==> src/logic/amstc_pkg.sv <==
// Function
// [RULE_01] Control one top bit reads zero, ignores writes
// [RULE_02] Memory kind decode: 8-bit, 16-bit, SDRAM
// [RULE_03] Eight-bit async memory allows reads only
// [RULE_04] Read setup: 0..2 gives 1, else n
// [RULE_05] Read strobe: 0..1 gives 1, else n
// [RULE_06] Read hold lasts exactly n cycles
// [RULE_07] Ready-lengthened read strobe forces hold one
// [RULE_08] Ready-lengthened write strobe forces hold one
// [RULE_09] Read extended hold lasts n plus one
// [RULE_10] Write extended hold lasts n plus one
// [RULE_11] Write setup: 0..2 gives 1, else n
// [RULE_12] Write strobe: 0..1 gives 1, else n
// [RULE_13] Write hold lasts exactly n cycles
// [RULE_14] Control three upper byte reads zero
// [RULE_15] Wait limit resets zero; zero disables it
// [RULE_16] Count ready-low cycles; flag error at limit
// [RULE_17] Memory holds ready low to stretch strobe
// [RULE_18] Synchronous kind ignores timing and limit fields
// [RULE_19] First access setup lasts at least two
// [RULE_20] Sequence setup, strobe, hold, extended hold
package amstc_pkg;

  // ****************************************************************
  // Sizes and map
  // ****************************************************************
  localparam int          NUM_SPACES    = 4;
  localparam int          SPACE_W       = 2;
  localparam int          ADDR_W        = 5;
  localparam int          DATA_W        = 16;
  localparam logic [1:0]  OFS_TYPE_READ = 2'h0;
  localparam logic [1:0]  OFS_WRITE     = 2'h1;
  localparam logic [1:0]  OFS_TIMEOUT   = 2'h2;
  localparam logic [4:0]  ADDR_STATUS   = 5'h10;

  // ****************************************************************
  // Reset values
  // ****************************************************************
  localparam logic [15:0] RST_TYPE_READ = 16'h2FFF;
  localparam logic [15:0] RST_WRITE     = 16'h5FFF;
  localparam logic [15:0] RST_TIMEOUT   = 16'h0000;

  // ****************************************************************
  // Memory kinds and period limits
  // ****************************************************************
  localparam logic [2:0]  KIND_ASYNC8   = 3'h0;
  localparam logic [2:0]  KIND_ASYNC16  = 3'h1;
  localparam logic [2:0]  KIND_SDRAM    = 3'h3;
  localparam logic [3:0]  SETUP_FLOOR   = 4'h2;
  localparam logic [5:0]  STROBE_FLOOR  = 6'h01;
  localparam logic [5:0]  MIN_PERIOD    = 6'h01;
  localparam logic [5:0]  FIRST_SETUP   = 6'h02;

  // ****************************************************************
  // Status bit positions
  // ****************************************************************
  localparam int          STAT_TMO_LSB  = 0;
  localparam int          STAT_WR8_BIT  = 4;
  localparam int          STAT_KIND_BIT = 5;
  localparam int          STAT_BUSY_BIT = 8;

  typedef struct packed {
    logic       rsv;
    logic [2:0] memory_kind_sel;
    logic [3:0] read_setup_cycles;
    logic [5:0] read_strobe_cycles;
    logic [1:0] read_hold_cycles;
  } amstc_ctl1_s;

  typedef struct packed {
    logic [1:0] read_extra_hold_cycles;
    logic [1:0] write_extra_hold_cycles;
    logic [3:0] write_setup_cycles;
    logic [5:0] write_strobe_cycles;
    logic [1:0] write_hold_cycles;
  } amstc_ctl2_s;

  typedef struct packed {
    logic [7:0] rsv;
    logic [7:0] ready_wait_limit;
  } amstc_ctl3_s;

  typedef struct packed {
    logic [SPACE_W-1:0] space;
    logic               write;
    logic               first;
  } amstc_req_s;

  typedef enum logic [2:0] {
    ST_IDLE,
    ST_SETUP,
    ST_STROBE,
    ST_HOLD,
    ST_EXHOLD
  } amstc_state_e;

endpackage

==> src/logic/amstc_top.sv <==
`timescale 1ns/1ns
module amstc_top
  import amstc_pkg::*;
(
  // Clock and reset
  input  wire logic              clk_i,
  input  wire logic              nrst_i,
  // Register port
  input  wire logic [ADDR_W-1:0] reg_addr_i,
  input  wire logic [DATA_W-1:0] reg_wdata_i,
  input  wire logic              reg_wr_i,
  input  wire logic              reg_rd_i,
  output logic      [DATA_W-1:0] reg_rdata_o,
  // Access request
  input  wire logic              acc_req_i,
  input  wire amstc_req_s        acc_i,
  output logic                   acc_busy_o,
  output logic                   acc_done_o,
  output logic                   acc_err_o,
  // Memory pins
  input  wire logic              memory_ready_in_i,
  output logic                   mem_cs_n_o,
  output logic                   mem_oe_n_o,
  output logic                   mem_we_n_o,
  output logic                   mem_wide_o
);

  // ****************************************************************
  // Reset release
  // ****************************************************************
  logic rst_s1_q;
  logic rst_n_q;

  always_ff @(posedge clk_i or negedge nrst_i) begin
    if (!nrst_i) begin
      rst_s1_q <= 1'b0;
      rst_n_q  <= 1'b0;
    end else begin
      rst_s1_q <= 1'b1;
      rst_n_q  <= rst_s1_q;
    end
  end

  logic ready;

  amstc_in_sync u_ready_sync (
    .clk_i   (clk_i),
    .nrst_i  (rst_n_q),
    .pin_i   (memory_ready_in_i),
    .level_o (ready)
  );

  // ****************************************************************
  // Period helpers
  // ****************************************************************
  function automatic logic [5:0] setup_len(input logic [3:0] v,
                                           input logic       first);
    logic [5:0] len;
    len = (v <= SETUP_FLOOR) ? MIN_PERIOD : {2'h0, v};
    if (first && (len < FIRST_SETUP)) begin
      len = FIRST_SETUP;
    end
    return len;
  endfunction

  function automatic logic [5:0] strobe_len(input logic [5:0] v);
    return (v <= STROBE_FLOOR) ? MIN_PERIOD : v;
  endfunction

  // ****************************************************************
  // Control registers
  // ****************************************************************
  amstc_ctl1_s ctl1_q [NUM_SPACES];
  amstc_ctl2_s ctl2_q [NUM_SPACES];
  amstc_ctl3_s ctl3_q [NUM_SPACES];

  logic [SPACE_W-1:0] wr_space;
  logic               wr_space_hit;

  assign wr_space     = reg_addr_i[3:2];
  assign wr_space_hit = reg_wr_i && !reg_addr_i[4];

  for (genvar s = 0; s < NUM_SPACES; s++) begin : g_space
    always_ff @(posedge clk_i or negedge rst_n_q) begin
      if (!rst_n_q) begin
        ctl1_q[s] <= RST_TYPE_READ;
        ctl2_q[s] <= RST_WRITE;
        ctl3_q[s] <= RST_TIMEOUT; // RULE_15
      end else if (wr_space_hit && (wr_space == SPACE_W'(s))) begin
        if (reg_addr_i[1:0] == OFS_TYPE_READ) begin
          ctl1_q[s] <= {1'b0, reg_wdata_i[14:0]}; // RULE_01
        end else if (reg_addr_i[1:0] == OFS_WRITE) begin
          ctl2_q[s] <= reg_wdata_i;
        end else if (reg_addr_i[1:0] == OFS_TIMEOUT) begin
          ctl3_q[s] <= {8'h00, reg_wdata_i[7:0]}; // RULE_14
        end
      end
    end
  end

  // ****************************************************************
  // Access sequencer
  // ****************************************************************
  amstc_state_e state_q;
  amstc_state_e state_d;
  logic [5:0]   cnt_q;
  logic [5:0]   cnt_d;
  logic         ext_q;
  logic         ext_d;
  logic         write_q;
  logic [SPACE_W-1:0] space_q;
  amstc_ctl1_s  cur1_q;
  amstc_ctl2_s  cur2_q;
  logic [7:0]   limit_q;
  logic         start;
  logic         refuse_wr8;
  logic         refuse_kind;
  logic         finish;
  logic         tmo_hit;
  logic         tmo_seen_q;
  logic [7:0]   tmo_cnt_q;
  logic [1:0]   hold_raw;
  logic [1:0]   exh_raw;
  logic [5:0]   hold_len;
  amstc_ctl1_s  sel1;
  amstc_ctl2_s  sel2;

  assign sel1     = ctl1_q[acc_i.space];
  assign sel2     = ctl2_q[acc_i.space];
  assign hold_raw = write_q ? cur2_q.write_hold_cycles
                            : cur1_q.read_hold_cycles;
  assign exh_raw  = write_q ? cur2_q.write_extra_hold_cycles
                            : cur2_q.read_extra_hold_cycles;

  // A stretched strobe never leaves a zero hold behind it.
  always_comb begin
    hold_len = {4'h0, hold_raw}; // RULE_06 RULE_13
    if ((hold_raw == 2'h0) && (ext_q || tmo_hit)) begin
      hold_len = MIN_PERIOD; // RULE_07 RULE_08
    end
  end

  always_comb begin
    state_d     = state_q;
    cnt_d       = cnt_q;
    ext_d       = ext_q;
    start       = 1'b0;
    refuse_wr8  = 1'b0;
    refuse_kind = 1'b0;
    finish      = 1'b0;
    case (state_q)
      ST_IDLE: begin
        ext_d = 1'b0;
        if (acc_req_i) begin
          if (sel1.memory_kind_sel == KIND_ASYNC16 ||
              (sel1.memory_kind_sel == KIND_ASYNC8 &&
               !acc_i.write)) begin // RULE_02 RULE_03
            start   = 1'b1;
            state_d = ST_SETUP; // RULE_20
            if (acc_i.write) begin
              cnt_d = setup_len(sel2.write_setup_cycles,
                                acc_i.first) - 6'h01; // RULE_11 RULE_19
            end else begin
              cnt_d = setup_len(sel1.read_setup_cycles,
                                acc_i.first) - 6'h01; // RULE_04 RULE_19
            end
          end else if (sel1.memory_kind_sel == KIND_ASYNC8) begin
            refuse_wr8 = 1'b1; // RULE_03
          end else begin
            refuse_kind = 1'b1; // RULE_02 RULE_18
          end
        end
      end
      ST_SETUP: begin
        if (cnt_q == 6'h00) begin
          state_d = ST_STROBE;
          cnt_d   = write_q
                  ? strobe_len(cur2_q.write_strobe_cycles) - 6'h01 // RULE_12
                  : strobe_len(cur1_q.read_strobe_cycles) - 6'h01; // RULE_05
        end else begin
          cnt_d = cnt_q - 6'h01;
        end
      end
      ST_STROBE: begin
        // The programmed strobe runs out before ready can stretch it.
        if (tmo_hit) begin
          ext_d   = 1'b1;
          state_d = ST_HOLD;
          cnt_d   = hold_len - 6'h01;
        end else if (cnt_q != 6'h00) begin
          cnt_d = cnt_q - 6'h01;
        end else if (!ready) begin
          ext_d = 1'b1; // RULE_17
        end else if (hold_len != 6'h00) begin
          state_d = ST_HOLD;
          cnt_d   = hold_len - 6'h01;
        end else begin
          state_d = ST_EXHOLD;
          cnt_d   = {4'h0, exh_raw}; // RULE_09 RULE_10
        end
      end
      ST_HOLD: begin
        if (cnt_q == 6'h00) begin
          state_d = ST_EXHOLD;
          cnt_d   = {4'h0, exh_raw}; // RULE_09 RULE_10
        end else begin
          cnt_d = cnt_q - 6'h01;
        end
      end
      ST_EXHOLD: begin
        if (cnt_q == 6'h00) begin
          state_d = ST_IDLE;
          finish  = 1'b1;
        end else begin
          cnt_d = cnt_q - 6'h01;
        end
      end
      default: begin
        state_d = ST_IDLE;
      end
    endcase
  end

  always_ff @(posedge clk_i or negedge rst_n_q) begin
    if (!rst_n_q) begin
      state_q <= ST_IDLE;
      cnt_q   <= 6'h00;
      ext_q   <= 1'b0;
    end else begin
      state_q <= state_d;
      cnt_q   <= cnt_d;
      ext_q   <= ext_d;
    end
  end

  // Fields are captured at the start so a write mid-access is harmless.
  always_ff @(posedge clk_i or negedge rst_n_q) begin
    if (!rst_n_q) begin
      write_q <= 1'b0;
      space_q <= '0;
      cur1_q  <= RST_TYPE_READ;
      cur2_q  <= RST_WRITE;
      limit_q <= 8'h00;
    end else if (start) begin
      write_q <= acc_i.write;
      space_q <= acc_i.space;
      cur1_q  <= sel1;
      cur2_q  <= sel2;
      limit_q <= ctl3_q[acc_i.space].ready_wait_limit;
    end
  end

  // ****************************************************************
  // Ready wait limit
  // ****************************************************************
  assign tmo_hit = (state_q != ST_IDLE) && (limit_q != 8'h00) &&
                   !ready && !tmo_seen_q &&
                   (8'(tmo_cnt_q + 8'h01) == limit_q); // RULE_15 RULE_16

  always_ff @(posedge clk_i or negedge rst_n_q) begin
    if (!rst_n_q) begin
      tmo_cnt_q  <= 8'h00;
      tmo_seen_q <= 1'b0;
    end else if (start) begin
      tmo_cnt_q  <= 8'h00;
      tmo_seen_q <= 1'b0;
    end else if (state_q != ST_IDLE) begin
      if (!ready && !tmo_seen_q) begin
        tmo_cnt_q <= 8'(tmo_cnt_q + 8'h01); // RULE_16
      end
      if (tmo_hit) begin
        tmo_seen_q <= 1'b1;
      end
    end
  end

  // ****************************************************************
  // Status flags
  // ****************************************************************
  logic [NUM_SPACES-1:0] stat_tmo_q;
  logic                  stat_wr8_q;
  logic                  stat_kind_q;
  logic                  stat_clr;

  assign stat_clr = reg_wr_i && (reg_addr_i == ADDR_STATUS);

  // Write one to clear; a fresh event in the same cycle wins.
  for (genvar s = 0; s < NUM_SPACES; s++) begin : g_stat
    always_ff @(posedge clk_i or negedge rst_n_q) begin
      if (!rst_n_q) begin
        stat_tmo_q[s] <= 1'b0;
      end else begin
        stat_tmo_q[s] <= (stat_tmo_q[s] &
                          ~(stat_clr & reg_wdata_i[STAT_TMO_LSB + s])) |
                         (tmo_hit && (space_q == SPACE_W'(s))); // RULE_16
      end
    end
  end

  always_ff @(posedge clk_i or negedge rst_n_q) begin
    if (!rst_n_q) begin
      stat_wr8_q  <= 1'b0;
      stat_kind_q <= 1'b0;
    end else begin
      stat_wr8_q  <= (stat_wr8_q & ~(stat_clr & reg_wdata_i[STAT_WR8_BIT]))
                     | refuse_wr8;
      stat_kind_q <= (stat_kind_q &
                      ~(stat_clr & reg_wdata_i[STAT_KIND_BIT]))
                     | refuse_kind;
    end
  end

  // ****************************************************************
  // Register read
  // ****************************************************************
  always_ff @(posedge clk_i or negedge rst_n_q) begin
    if (!rst_n_q) begin
      reg_rdata_o <= 16'h0000;
    end else if (!reg_rd_i) begin
      reg_rdata_o <= 16'h0000;
    end else if (reg_addr_i == ADDR_STATUS) begin
      reg_rdata_o <= 16'h0000;
      reg_rdata_o[STAT_TMO_LSB +: NUM_SPACES] <= stat_tmo_q;
      reg_rdata_o[STAT_WR8_BIT]  <= stat_wr8_q;
      reg_rdata_o[STAT_KIND_BIT] <= stat_kind_q;
      reg_rdata_o[STAT_BUSY_BIT] <= (state_q != ST_IDLE);
    end else if (!reg_addr_i[4] && reg_addr_i[1:0] == OFS_TYPE_READ) begin
      reg_rdata_o <= ctl1_q[reg_addr_i[3:2]]; // RULE_01
    end else if (!reg_addr_i[4] && reg_addr_i[1:0] == OFS_WRITE) begin
      reg_rdata_o <= ctl2_q[reg_addr_i[3:2]];
    end else if (!reg_addr_i[4] && reg_addr_i[1:0] == OFS_TIMEOUT) begin
      reg_rdata_o <= ctl3_q[reg_addr_i[3:2]]; // RULE_14
    end else begin
      reg_rdata_o <= 16'h0000;
    end
  end

  // ****************************************************************
  // Registered outputs
  // ****************************************************************
  always_ff @(posedge clk_i or negedge rst_n_q) begin
    if (!rst_n_q) begin
      acc_busy_o <= 1'b0;
      acc_done_o <= 1'b0;
      acc_err_o  <= 1'b0;
      mem_cs_n_o <= 1'b1;
      mem_oe_n_o <= 1'b1;
      mem_we_n_o <= 1'b1;
      mem_wide_o <= 1'b0;
    end else begin
      acc_busy_o <= (state_d != ST_IDLE);
      acc_done_o <= finish | refuse_wr8 | refuse_kind;
      acc_err_o  <= (finish & (tmo_seen_q | tmo_hit)) |
                    refuse_wr8 | refuse_kind;
      mem_cs_n_o <= !(state_d == ST_SETUP || state_d == ST_STROBE ||
                      state_d == ST_HOLD);
      mem_oe_n_o <= !(state_d == ST_STROBE && !(start ? acc_i.write
                                                      : write_q));
      mem_we_n_o <= !(state_d == ST_STROBE && (start ? acc_i.write
                                                     : write_q));
      mem_wide_o <= start ? (sel1.memory_kind_sel == KIND_ASYNC16)
                          : (mem_wide_o & (state_d != ST_IDLE));
    end
  end

endmodule // amstc_top

==> src/logic/amstc_in_sync.sv <==
`timescale 1ns/1ns
module amstc_in_sync
  import amstc_pkg::*;
(
  // Clock and reset
  input  wire logic clk_i,
  input  wire logic nrst_i,
  // Pin and filtered level
  input  wire logic pin_i,
  output logic      level_o
);

  logic s1_q;
  logic s2_q;
  logic s3_q;
  logic level_q;

  always_ff @(posedge clk_i or negedge nrst_i) begin
    if (!nrst_i) begin
      s1_q <= 1'b1;
      s2_q <= 1'b1;
      s3_q <= 1'b1;
    end else begin
      s1_q <= pin_i;
      s2_q <= s1_q;
      s3_q <= s2_q;
    end
  end

  // A change counts only once the second and third stages agree.
  always_ff @(posedge clk_i or negedge nrst_i) begin
    if (!nrst_i) begin
      level_q <= 1'b1;
    end else if (s2_q == s3_q) begin
      level_q <= s3_q;
    end
  end

  assign level_o = level_q;

endmodule // amstc_in_sync

==> config.mk <==
export PLATFORM = sky130hd
export DESIGN_NAME = amstc_top
export DESIGN_NICKNAME = d
export VERILOG_FILES = /design/src/logic/amstc_pkg.sv /design/src/logic/amstc_top.sv /design/src/logic/amstc_in_sync.sv
export SDC_FILE = /design/constraint.sdc
export NUM_CORES = 1
export LEC_CHECK = 0
export BUFFER_PORTS_ARGS = -buffer_cell sky130_fd_sc_hd__buf_2
export CAP_MARGIN = 30
export CORE_UTILIZATION = 62
export CTS_CLUSTER_SIZE = 40
export DETAILED_ROUTE_END_ITERATION = 7
export PLACE_DENSITY = 0.8
export SKIP_LAST_GASP = 1
export SLEW_MARGIN = 10
export SYNTH_ARGS = -nofsm -noshare
export SYNTH_HDL_FRONTEND = slang
export SYNTH_SLANG_ARGS = --single-unit
==> constraint.sdc <==
create_clock -name clk_i -period 9.8 [get_ports clk_i]
set_clock_uncertainty 0.05 [all_clocks]
set_input_delay 1.96 -clock clk_i [delete_from_list [all_inputs] [get_ports clk_i]]
set_output_delay 1.96 -clock clk_i [all_outputs]
set_load 0.01 [all_outputs]
Word-level counts from Yosys, hierarchy flattened
Index checks and enable logic that the tools add are counted.
Widths: inputs -> output; s select.
{ "totals": {"reg_bits": 241, "in_bits": 31, "output_inout_bits": 23, "word_cells": 305} }
{ "classes": {"n_addsub": 7, "n_lt_le_gt_ge": 8, "eq_ne": 25, "n_mux": 87, "bitwise_logic": 35, "reduce_logical": 69} }
{ "ops": {"columns": ["cell", "count"], "rows": [
  ["$mux 16", 13],
  ["$bmux 16 s2", 6],
  ["$mux 6", 21],
  ["$mux 8", 5],
  ["$sub 6x1->6 const B", 6],
  ["$mux 15", 2],
  ["$pmux 6 s5", 1],
  ["$mux 3", 9],
  ["$logic_and 1x1->1", 24],
  ["$mux 1", 21],
  ["$mux 4", 4],
  ["$reduce_and 4->1", 4],
  ["$pmux 3 s5", 1],
  ["$reduce_and 3->1", 5],
  ["$and 1x1->1", 14],
  ["$eq 3x2->1 const B", 4],
  ["$le 6x1->1 const B", 2],
  ["$reduce_and 2->1", 6],
  ["$reduce_bool 6->1", 2],
  ["$or 1x1->1", 11],
  ["$eq 2x2->1 const B", 5],
  ["$eq 3x1->1 const B", 3],
  ["$add 8x1->8 const B", 1],
  ["$eq 8x8->1", 1],
  ["other kinds (24)", 60]
]} }

Longest topological paths before layout
Gate-level depths: netlist of run 1.
{ "depth": {"word_depth": 18, "depth_mapped": 18, "depth_no_buf": 15} }

Modules after synthesis
From an unflattened synthesis of run 1, not the netlist that was laid out.
{ "unflattened": {"hier_cells": 938, "area_unflattened_um2": 12607.1} }
{ "by_module_without_submodules": {"columns": ["mod", "instances", "cells_per_inst", "area_each_um2", "seq_area_each_um2"], "rows": [
  ["amstc_top", 1, 933, 12490.7, 6092.1],
  ["amstc_in_sync", 1, 5, 116.4, 105.1]
]} }

Worst setup path before layout of run 1
OpenSTA, ideal clock, no wires.
{ "synth_path": {"kind": "input port to flip-flop", "startpoint": "input port reg_addr_i[2]", "endpoint": "register reg_rdata_o[14]", "setup_time_ns": 0.123, "t_arrival_ns": 4.018, "path_slack_ns": 5.610, "cell_stages": 6, "path_cell_list": "clkbuf_1 -> buf_1 -> buf_1 -> mux4_2 -> a22oi_1 -> nor2_1"} }
{ "synth_via": {"elab_chain_cells": 9} }
{ "synth_rtl": {"columns": ["element", "line", "rtl"], "rows": [
  ["start: declaration", "amstc_top.sv:9", "input wire logic [ADDR_W-1:0] reg_addr_i,"],
  ["$not 2->3 (implied by the code)", "amstc_top.sv:328, amstc_top.sv:330, amstc_top.sv:332", null],
  ["$bmux 16 s2", "amstc_top.sv:332", "reg_rdata_o <= ctl3_q[reg_addr_i[3:2]];"],
  ["$mux 16 (implied by the code) (2 in series)", "amstc_top.sv:332", null],
  ["$mux 16", "amstc_top.sv:331", "end else if (!reg_addr_i[4] && reg_addr_i[1:0] == OFS_TIMEOUT) begin"],
  ["$mux 16", "amstc_top.sv:329", "end else if (!reg_addr_i[4] && reg_addr_i[1:0] == OFS_WRITE) begin"],
  ["$mux 16", "amstc_top.sv:327", "end else if (!reg_addr_i[4] && reg_addr_i[1:0] == OFS_TYPE_READ) begin"],
  ["$mux 16 (*)", "amstc_top.sv:321", "end else if (reg_addr_i == ADDR_STATUS) begin"],
  ["$mux 16 (*)", "amstc_top.sv:319", "end else if (!reg_rd_i) begin"],
  ["end signal: indexed assignment", "amstc_top.sv:323", "reg_rdata_o[STAT_TMO_LSB +: NUM_SPACES] <= stat_tmo_q;"],
  ["end signal: assignment", "amstc_top.sv:328", "reg_rdata_o <= ctl1_q[reg_addr_i[3:2]];"],
  ["end signal: assignment", "amstc_top.sv:330", "reg_rdata_o <= ctl2_q[reg_addr_i[3:2]];"],
  ["end: declaration", "amstc_top.sv:13", "output logic [DATA_W-1:0] reg_rdata_o,"]
]} }
Every way passes the cells marked *; elsewhere a longest branch is shown, timed or not. The select of a mux whose other input is x is not followed.
A chain may end at the register's enable or synchronous reset.

Worst setup path after layout of run 1
{ "layout_path": {"startpoint": "register state_q[1]", "endpoint": "register cnt_q[5]"} }
{ "layout_via": {"elab_chain_cells": 14} }
{ "layout_rtl": {"columns": ["element", "line", "rtl"], "rows": [
  ["start: declaration", "amstc_top.sv:104", "amstc_state_e state_q;"],
  ["start signal: assignment", "amstc_top.sv:230", "state_q <= state_d;"],
  ["$reduce_bool 3->1", "amstc_top.sv:256", "assign tmo_hit = (state_q != ST_IDLE) && (limit_q != 8'h00) &&"],
  ["$logic_and 1x1->1 (2 in series)", "amstc_top.sv:256", null],
  ["$logic_and 1x1->1 (2 in series)", "amstc_top.sv:257", "!ready && !tmo_seen_q &&"],
  ["$logic_or 1x1->1", "amstc_top.sv:138", "if ((hold_raw == 2'h0) && (ext_q || tmo_hit)) begin"],
  ["$logic_and 1x1->1", "amstc_top.sv:138", null],
  ["$mux 2", "amstc_top.sv:138", null],
  ["$sub 6x1->6 / $reduce_bool 6->1 (equally long branches)", "amstc_top.sv:189, amstc_top.sv:196, amstc_top.sv:194", null],
  ["$mux 6", "amstc_top.sv:194", "end else if (hold_len != 6'h00) begin"],
  ["$mux 6", "amstc_top.sv:192", "end else if (!ready) begin"],
  ["$mux 6", "amstc_top.sv:190", "end else if (cnt_q != 6'h00) begin"],
  ["$mux 6", "amstc_top.sv:186", "if (tmo_hit) begin"],
  ["$pmux 6 s5", "amstc_top.sv:151", "case (state_q)"],
  ["end signal: assignment", "amstc_top.sv:231", "cnt_q <= cnt_d;"],
  ["end: declaration", "amstc_top.sv:106", "logic [5:0] cnt_q;"]
]} }
Several ways; a longest one is shown, not always the timed one. The select of a mux whose other input is x is not followed.

==> results of run 1 <==
==> sequential cells by signal (all words and copies together), names as in the netlist, 6 cells and up <==
name and cells:
cnt_q 6, reg_rdata_o 16, cur2_q 12, tmo_cnt_q 8, ctl1_q 60, cur1_q 8
ctl3_q 32, ctl2_q 64, limit_q 8
==> kinds of logic after synthesis <==
group | after synthesis
buffers and inverters | 83
xor gates and xnor gates | 19
DFF | 241
adders and majority gates | 7
muxes | 252
AOI/OAI and AO/OA | 115
and+or+nand+nor | 272
other | 1
==> cell type report <==
cell class | count | area share (%)
clock buffer | 37 | 5.61
inverter | 16 | 0.430
timing repair buffer | 70 | 3.24
multi-input combinational | 666 | 43.1
sequential | 241 | 44.4
clock inverter | 11 | 0.806
tap | 265 | 2.37
==> stage by stage <==
| stage | utilization (%) | total power (uW) | instance area, um^2 | std cells | hold WS, ns |
|---|---|---|---|---|---|
| 2_1_floorplan | - | 2290 | 12500 | 990 | 0.281 |
| 3_5_place_dp | 66.4 | 2560 | 13100 | 1257 | 0.290 |
| 6_report | 71.1 | 3580 | 14000 | 1306 | 0.302 |
| 3_3_place_gp | 66.1 | 2520 | 13000 | 1254 | 0.285 |
| 5_1_grt | 71.1 | 3760 | 14000 | 1306 | 0.305 |
| 4_1_cts | 71.0 | 3580 | 14000 | 1305 | 0.303 |
==> path summary, 6_finish.rpt <==
| path | start | end | slack, ns |
|---|---|---|---|
| max | state_q[1] | cnt_q[5] | 5.31 |
| min in group asynchronous | rst_n_q | ctl3_q[16] | 0.31 |
| max in group asynchronous | rst_n_q | limit_q[6] | 7.98 |
| min reg2reg | rst_s1_q | rst_n_q | 0.30 |
| min | rst_s1_q | rst_n_q | 0.30 |
| max reg2reg | state_q[1] | cnt_q[5] | 5.31 |
==> layer usage <==
metal	routed length (um)	global-route usage, %	vias to the layer above	share of wire [%]
met3	2030	4.93	61	6.8
met1	12700	42.9	4366	42
met5	0	0	-	0
met2	14500	48.1	333	48
li1	-	-	3723	-
met4	737	10.6	0	2.5
==> Yosys cell counts, types with 4 or more instances <==
library cell	count
mux2_2	162
nand2_1	134
dfstp_2	133
dfrtp_1	108
mux4_2	78
clkbuf_1	52
nor2_1	46
o21ai_0	25
a22oi_1	22
a21oi_1	19
inv_1	16
nor3_1	16
nand3_1	14
mux2i_1	11
and2_1	10
xnor2_1	10
xor2_1	9
and3_1	8
buf_1	8
nor2b_1	8
nand4_1	7
ha_1	5
nand2b_1	4
nor3b_1	4
o22ai_1	4
o31ai_1	4
==> report_power, final <==
part	internal, uW	switching (uW)	total [uW]
sequential	1320	235	1560
clock	608	401	1010
combinational	500	507	1010
==> results.py, run 1 <==
metrics = {
    "floorplan": {
        "die_area_mm2": 0.0208,
        "start_util_pct": 63.8,
        "ioPinCount": 54,
        "core_area_mm2": 0.0197,
        "chipWidth_um": 144,
        "num_rows": 51,
        "dieHeight_um": 144,
    },
    "flow_run": {
        "cap_violations": 0,
    },
    "global_routing": {
        "grt_pass1_vias": 8512,
        "grt_overflow": 0,
        "grt_pass1_wl_um": 47400,
        "grt_start_max_net_pins": 191,
        "grt_antenna_before_repair": 0,
        "grtUsageTotal_pct": 30.4,
    },
    "drt": {
        "viasPerCell": 6.50,
        "via_count": 8483,
        "drt-total-wl_um": 30000,
        "dr.pass1.iters": 5,
        "drt_iter0_markers": 717,
        "postRouteAntennaNets": 0,
        "post-route-drc-count": 0,
        "wl_per_cell_um": 23.0,
    },
    "placement": {
        "gp_congestion": 0.966,
        "dpl_worst_slack_ns": 4.88,
        "portBuffers": 53,
        "place_hpwl_um": 19500,
    },
    "final_layout": {
        "nFillCells": 1339,
        "antenna_cells": 0,
        "layout_common_cells": "mux2_2 (162), nand2_1 (134), dfstp_2 (133)",
        "layout-drive-gt1-share_pct": 48.3,
        "final_common_cell": "mux2_2",
        "regArea_mm2": 0.00620,
        "area_growth_pct": 11.3,
        "multi_input_area_mm2": 0.00603,
        "nets": 1057,
    },
    "setup_path": {
        "path_buf_inv": 2,
        "cpPeakStageDelay_ns": 0.77,
        "critical_path_class": "flip-flop to flip-flop",
        "cp_max_fo": 23,
        "end_kind": "flip-flop",
        "cp.required_ns": 10.17,
        "arrival_ns": 4.86,
        "critPathTopFamily": "simple AND/OR/NAND/NOR gates",
        "rr_worst_depth": 15,
        "slowest_stage": "dfrtp_1",
        "crit_path_cell_trace": "nor3_2 -> buf_4 -> nor3_1 -> o2111a_1 -> nor4b_2 -> buf_4 -> o21a_1 -> nor2_1 -> ha_1 -> nor3_1 -> a32oi_1 -> o21ai_0 -> or3_1 -> and2_4 -> mux2_4",
        "cp_num_cells": 15,
        "startpoint_type": "flip-flop",
    },
    "yosys": {
        "yosys.area.top_type": "dfstp_2",
        "synth_simple_gate_area_share_pct": 9.99,
        "synth_fa_ha_area_share_pct": 0.658,
        "synth_area_per_cell_um2": 12.7,
        "synth_top_area_share_pct": 27.9,
        "yosysSeqAreaShare_pct": 49.4,
        "synthCells": 990,
        "synth-xor-area-share_pct": 1.33,
        "synthMuxAreaShare_pct": 29.5,
        "synth_top_family_by_area": "multiplexers",
        "synth_edf_count": 0,
        "syn_area_mm2": 0.0125,
        "syn_nets": 1026,
        "synth_cell_types": 71,
        "synth_flop_cell": "dfstp_2",
        "synth_compound_area_share_pct": 6.32,
        "synth-seq-cells": 241,
        "synth-async-reset-ratio_pct": 100,
        "synthTopCellsByArea": "dfstp_2 (28%), dfrtp_1 (22%), mux2_2 (15%), mux4_2 (14%), nand2_1 (4.0%)",
        "ys_warn_count": 0,
    },
    "clock_tree": {
        "cts.sinks": 241,
        "cts_hold_buf": 0,
        "clockRootBuffer": "clkbuf_16",
        "postCtsSetupRepairBufs": 0,
        "clk_latency_ns": 0.54,
        "cts.repair.resized": 0,
        "cts_max_level": 1,
        "cts_made_buffers": 26,
        "cts_tree": "built",
        "clk_pin_slew_ns": 0.06,
        "clock_path_buffers": 3,
    },
    "timing": {
        "slew_viol_final": 0,
        "tns_ns": 0,
        "period_share_pct": 45.8,
        "finalWorstSetupSlack_ns": 5.31,
        "slew_headroom_pct": 34.0,
        "fmax_mhz": 223,
        "worst_pin_slew_ns": 0.990,
        "setup-violations-final": 0,
        "finalCriticalPeriod_ns": 4.49,
        "grt_setup_unrepaired": "false",
        "final_hold_viol_count": 0,
    },
    "min_path": {
        "hp-class": "flip-flop to flip-flop",
        "holdPathStages": 0,
    },
    "power": {
        "leakagePower_uw": 0.00590,
        "p_per_area_mw_per_mm2": 256,
        "peakVddDrop_mv": 0.159,
    },
    "run_status": {
        "status": "complete, no violations",
    },
}
(Power assumes the default switching activity.)
==> run 2, diff against run 1 <==
- ABC_AREA: default -> 1
- clock period: 9.8 -> 4.6 ns (I/O delays scaled with it)
==> results.py, run 2 <==
metrics = {
    "yosys": {
        "ys_warn_count": 0,
        "synthCells": 1531,
        "synth-seq-cells": 241,
        "synthTopCellsByArea": "dfstp_2 (29%), dfrtp_1 (22%), nand2_1 (13%), o21ai_0 (12%), nor2_1 (3.7%)",
        "yosys.area.top_type": "dfstp_2",
        "synth_cell_types": 50,
        "synth.most_common_cell": "nand2_1",
        "yosys-top-cells-count": "nand2_1 (418), o21ai_0 (288), dfstp_2 (133)",
        "synth_flop_cell": "dfstp_2",
        "yosysSeqAreaShare_pct": 50.9,
        "synth_edf_count": 0,
        "synth_area_per_cell_um2": 7.95,
        "syn_nets": 1567,
        "syn_area_mm2": 0.0122,
        "synth_top_area_share_pct": 28.7,
        "synth-async-reset-ratio_pct": 100,
    },
    "drt": {
        "viasPerCell": 6.09,
        "wl_per_cell_um": 18.9,
        "drt_iter0_markers": 1309,
        "drt-total-wl_um": 34600,
        "post-route-drc-count": 0,
        "postRouteAntennaNets": 0,
        "via_count": 11156,
        "dr.pass1.iters": 6,
    },
    "clock_tree": {
        "postCtsSetupRepairBufs": 0,
        "cts_max_level": 1,
        "cts_tree": "built",
        "cts.repair.resized": 0,
        "cts_hold_buf": 0,
        "clk_pin_slew_ns": 0.06,
        "cts.sinks": 241,
        "clock_path_buffers": 3,
        "clockRootBuffer": "clkbuf_16",
        "cts_made_buffers": 27,
        "clk_latency_ns": 0.54,
    },
    "timing": {
        "slew_viol_final": 0,
        "worst_pin_slew_ns": 0.880,
        "setup-violations-final": 0,
        "tns_ns": 0,
        "slew_headroom_pct": 39.8,
        "period_share_pct": 67.3,
        "grt_setup_unrepaired": "false",
        "holdWs_ns": 0.104,
        "finalCriticalPeriod_ns": 3.10,
        "fmax_mhz": 323,
        "final_hold_viol_count": 0,
        "finalWorstSetupSlack_ns": 1.50,
    },
    "floorplan": {
        "num_rows": 50,
        "chipWidth_um": 142,
        "start_util_pct": 64.2,
        "dieHeight_um": 142,
        "core_area_mm2": 0.0190,
        "ioPinCount": 54,
        "die_area_mm2": 0.0202,
    },
    "run_status": {
        "status": "complete, no violations",
    },
    "global_routing": {
        "grt_pass1_wl_um": 54800,
        "grt_pass1_vias": 10310,
        "grt_overflow": 0,
        "grtUsageTotal_pct": 35.0,
        "grt_antenna_before_repair": 0,
        "grt_start_max_net_pins": 81,
    },
    "final_layout": {
        "max_flop_register": "ctl2_q",
        "top_regs": "ctl2_q: 64 flops, ctl1_q: 60 flops, ctl3_q: 32 flops",
        "largest_reg_flops": 64,
        "layout_common_cells": "nand2_1 (418), o21ai_0 (288), dfstp_2 (133)",
        "antenna_cells": 0,
        "area_growth_pct": 12.4,
        "nets": 1589,
        "final_common_cell": "nand2_1",
        "layout-drive-gt1-share_pct": 18.4,
    },
    "setup_path": {
        "r2r_start": "tmo_cnt_q[0]",
        "critical_path_class": "flip-flop to flip-flop",
        "worstSetupStartpoint": "tmo_cnt_q[0]",
        "startpoint_type": "flip-flop",
        "cp_max_fo": 13,
        "cp.required_ns": 5.00,
        "end_kind": "flip-flop",
        "arrival_ns": 3.50,
    },
    "placement": {
        "place_hpwl_um": 23100,
        "gp_congestion": 0.968,
        "dpl_worst_slack_ns": 1.11,
        "portBuffers": 53,
    },
    "power": {
        "power.switching_uw": 2520,
        "internal-power_uw": 4820,
        "p_total_uw": 7340,
        "pwr-share-comb_pct": 26.2,
        "swShare_pct": 34.3,
        "p_per_area_mw_per_mm2": 537,
        "leakagePower_uw": 0.00618,
        "p_seq_share_pct": 43.4,
        "power_frac_clock_pct": 30.4,
        "peakVddDrop_mv": 0.347,
    },
    "min_path": {
        "hp-class": "primary input to asynchronous set/reset pin",
    },
    "flow_run": {
        "cap_violations": 0,
    },
}
run 2: cell count changes in the layout (fill, tap and decap cells not counted), moves of 10 or more:
cell	change
and2_1	-10
inv_1	+94
mux2_2	-162
mux4_2	-78
nand2_1	+284
nand3_1	+31
nor2_1	+75
o21ai_0	+263
o22ai_1	+57
run 2: final cells by class:
cell class / instances / area (um^2)
clock inverter: 15 / 176
clock buffer: 34 / 762
sequential: 241 / 6200
fill: 1448 / 5280
multi-input combinational: 1088 / 5180
timing repair buffer: 77 / 588
inverter: 118 / 449
tap: 260 / 325
run 2: cells by family after synthesis:
group           after synthesis  share of synthesized area, %
simple gates                626                          20.6
fa+ha+maj                     6                         0.596
flops                       241                          50.9
mux                           3                         0.247
other cells                   1                        0.0308
buf+inv                     202                          6.60
compound gates              446                          20.6
xor+xnor                      6                         0.432
run 2: power groups by stage:
| stage | clock network [uW] | logic (uW) | registers, uW |
|---|---|---|---|
| floorplan | 0 | 1420 | 3110 |
| global placement | 0 | 1810 | 3190 |
| detailed placement | 0 | 1870 | 3200 |
| CTS | 2250 | 1890 | 3180 |
| global route | 2330 | 2200 | 3240 |
| finish | 2230 | 1920 | 3180 |
run 2: stage by stage:
step                area, um^2  cells  util [%]
global route             13700   1833      72.2
detailed placement       12700   1783      67.1
floorplan                12200   1531         -
finish                   13700   1833      72.2
global placement         12500   1775      66.2
CTS                      13700   1832      72.0
run 2: worst paths after layout:
check	endpoint	slack, ns	cells after the start
min in group clk_i	rst_n_q	0.30	0
worst min-delay path	rst_n_q	0.10	1
max in group asynchronous	ctl1_q[24]	3.24	2
worst min register to register	ctl3_q[49]	0.11	0
worst max-delay path	cnt_q[1]	1.50	20
worst max register to register	cnt_q[1]	1.50	20
run 2: routing by layer:
metal	wire length [um]	track usage [%]	vias up
met5	0	0	-
met3	3640	6.76	111
met4	1120	12.7	0
met2	15800	55.7	647
met1	14000	48.1	5225
li1	-	-	5173
run 2: critical path, stage by stage, from the launching register on:
cell and delay (ns):
dfrtp_1 0.43, ha_1 0.35, inv_1 0.05, nand2_1 0.05, nand2_1 0.04, nor2_1 0.09, nand2_1 0.06, nor2_1 0.17
nand3_1 0.11, nor2_2 0.11, nand2_2 0.22, nand2_1 0.14, nand2_1 0.05, nand2_1 0.09, inv_1 0.05, ha_1 0.27
o21ai_0 0.17, a21oi_1 0.06, o21ai_0 0.15, nand3_1 0.11, a31oi_1 0.18
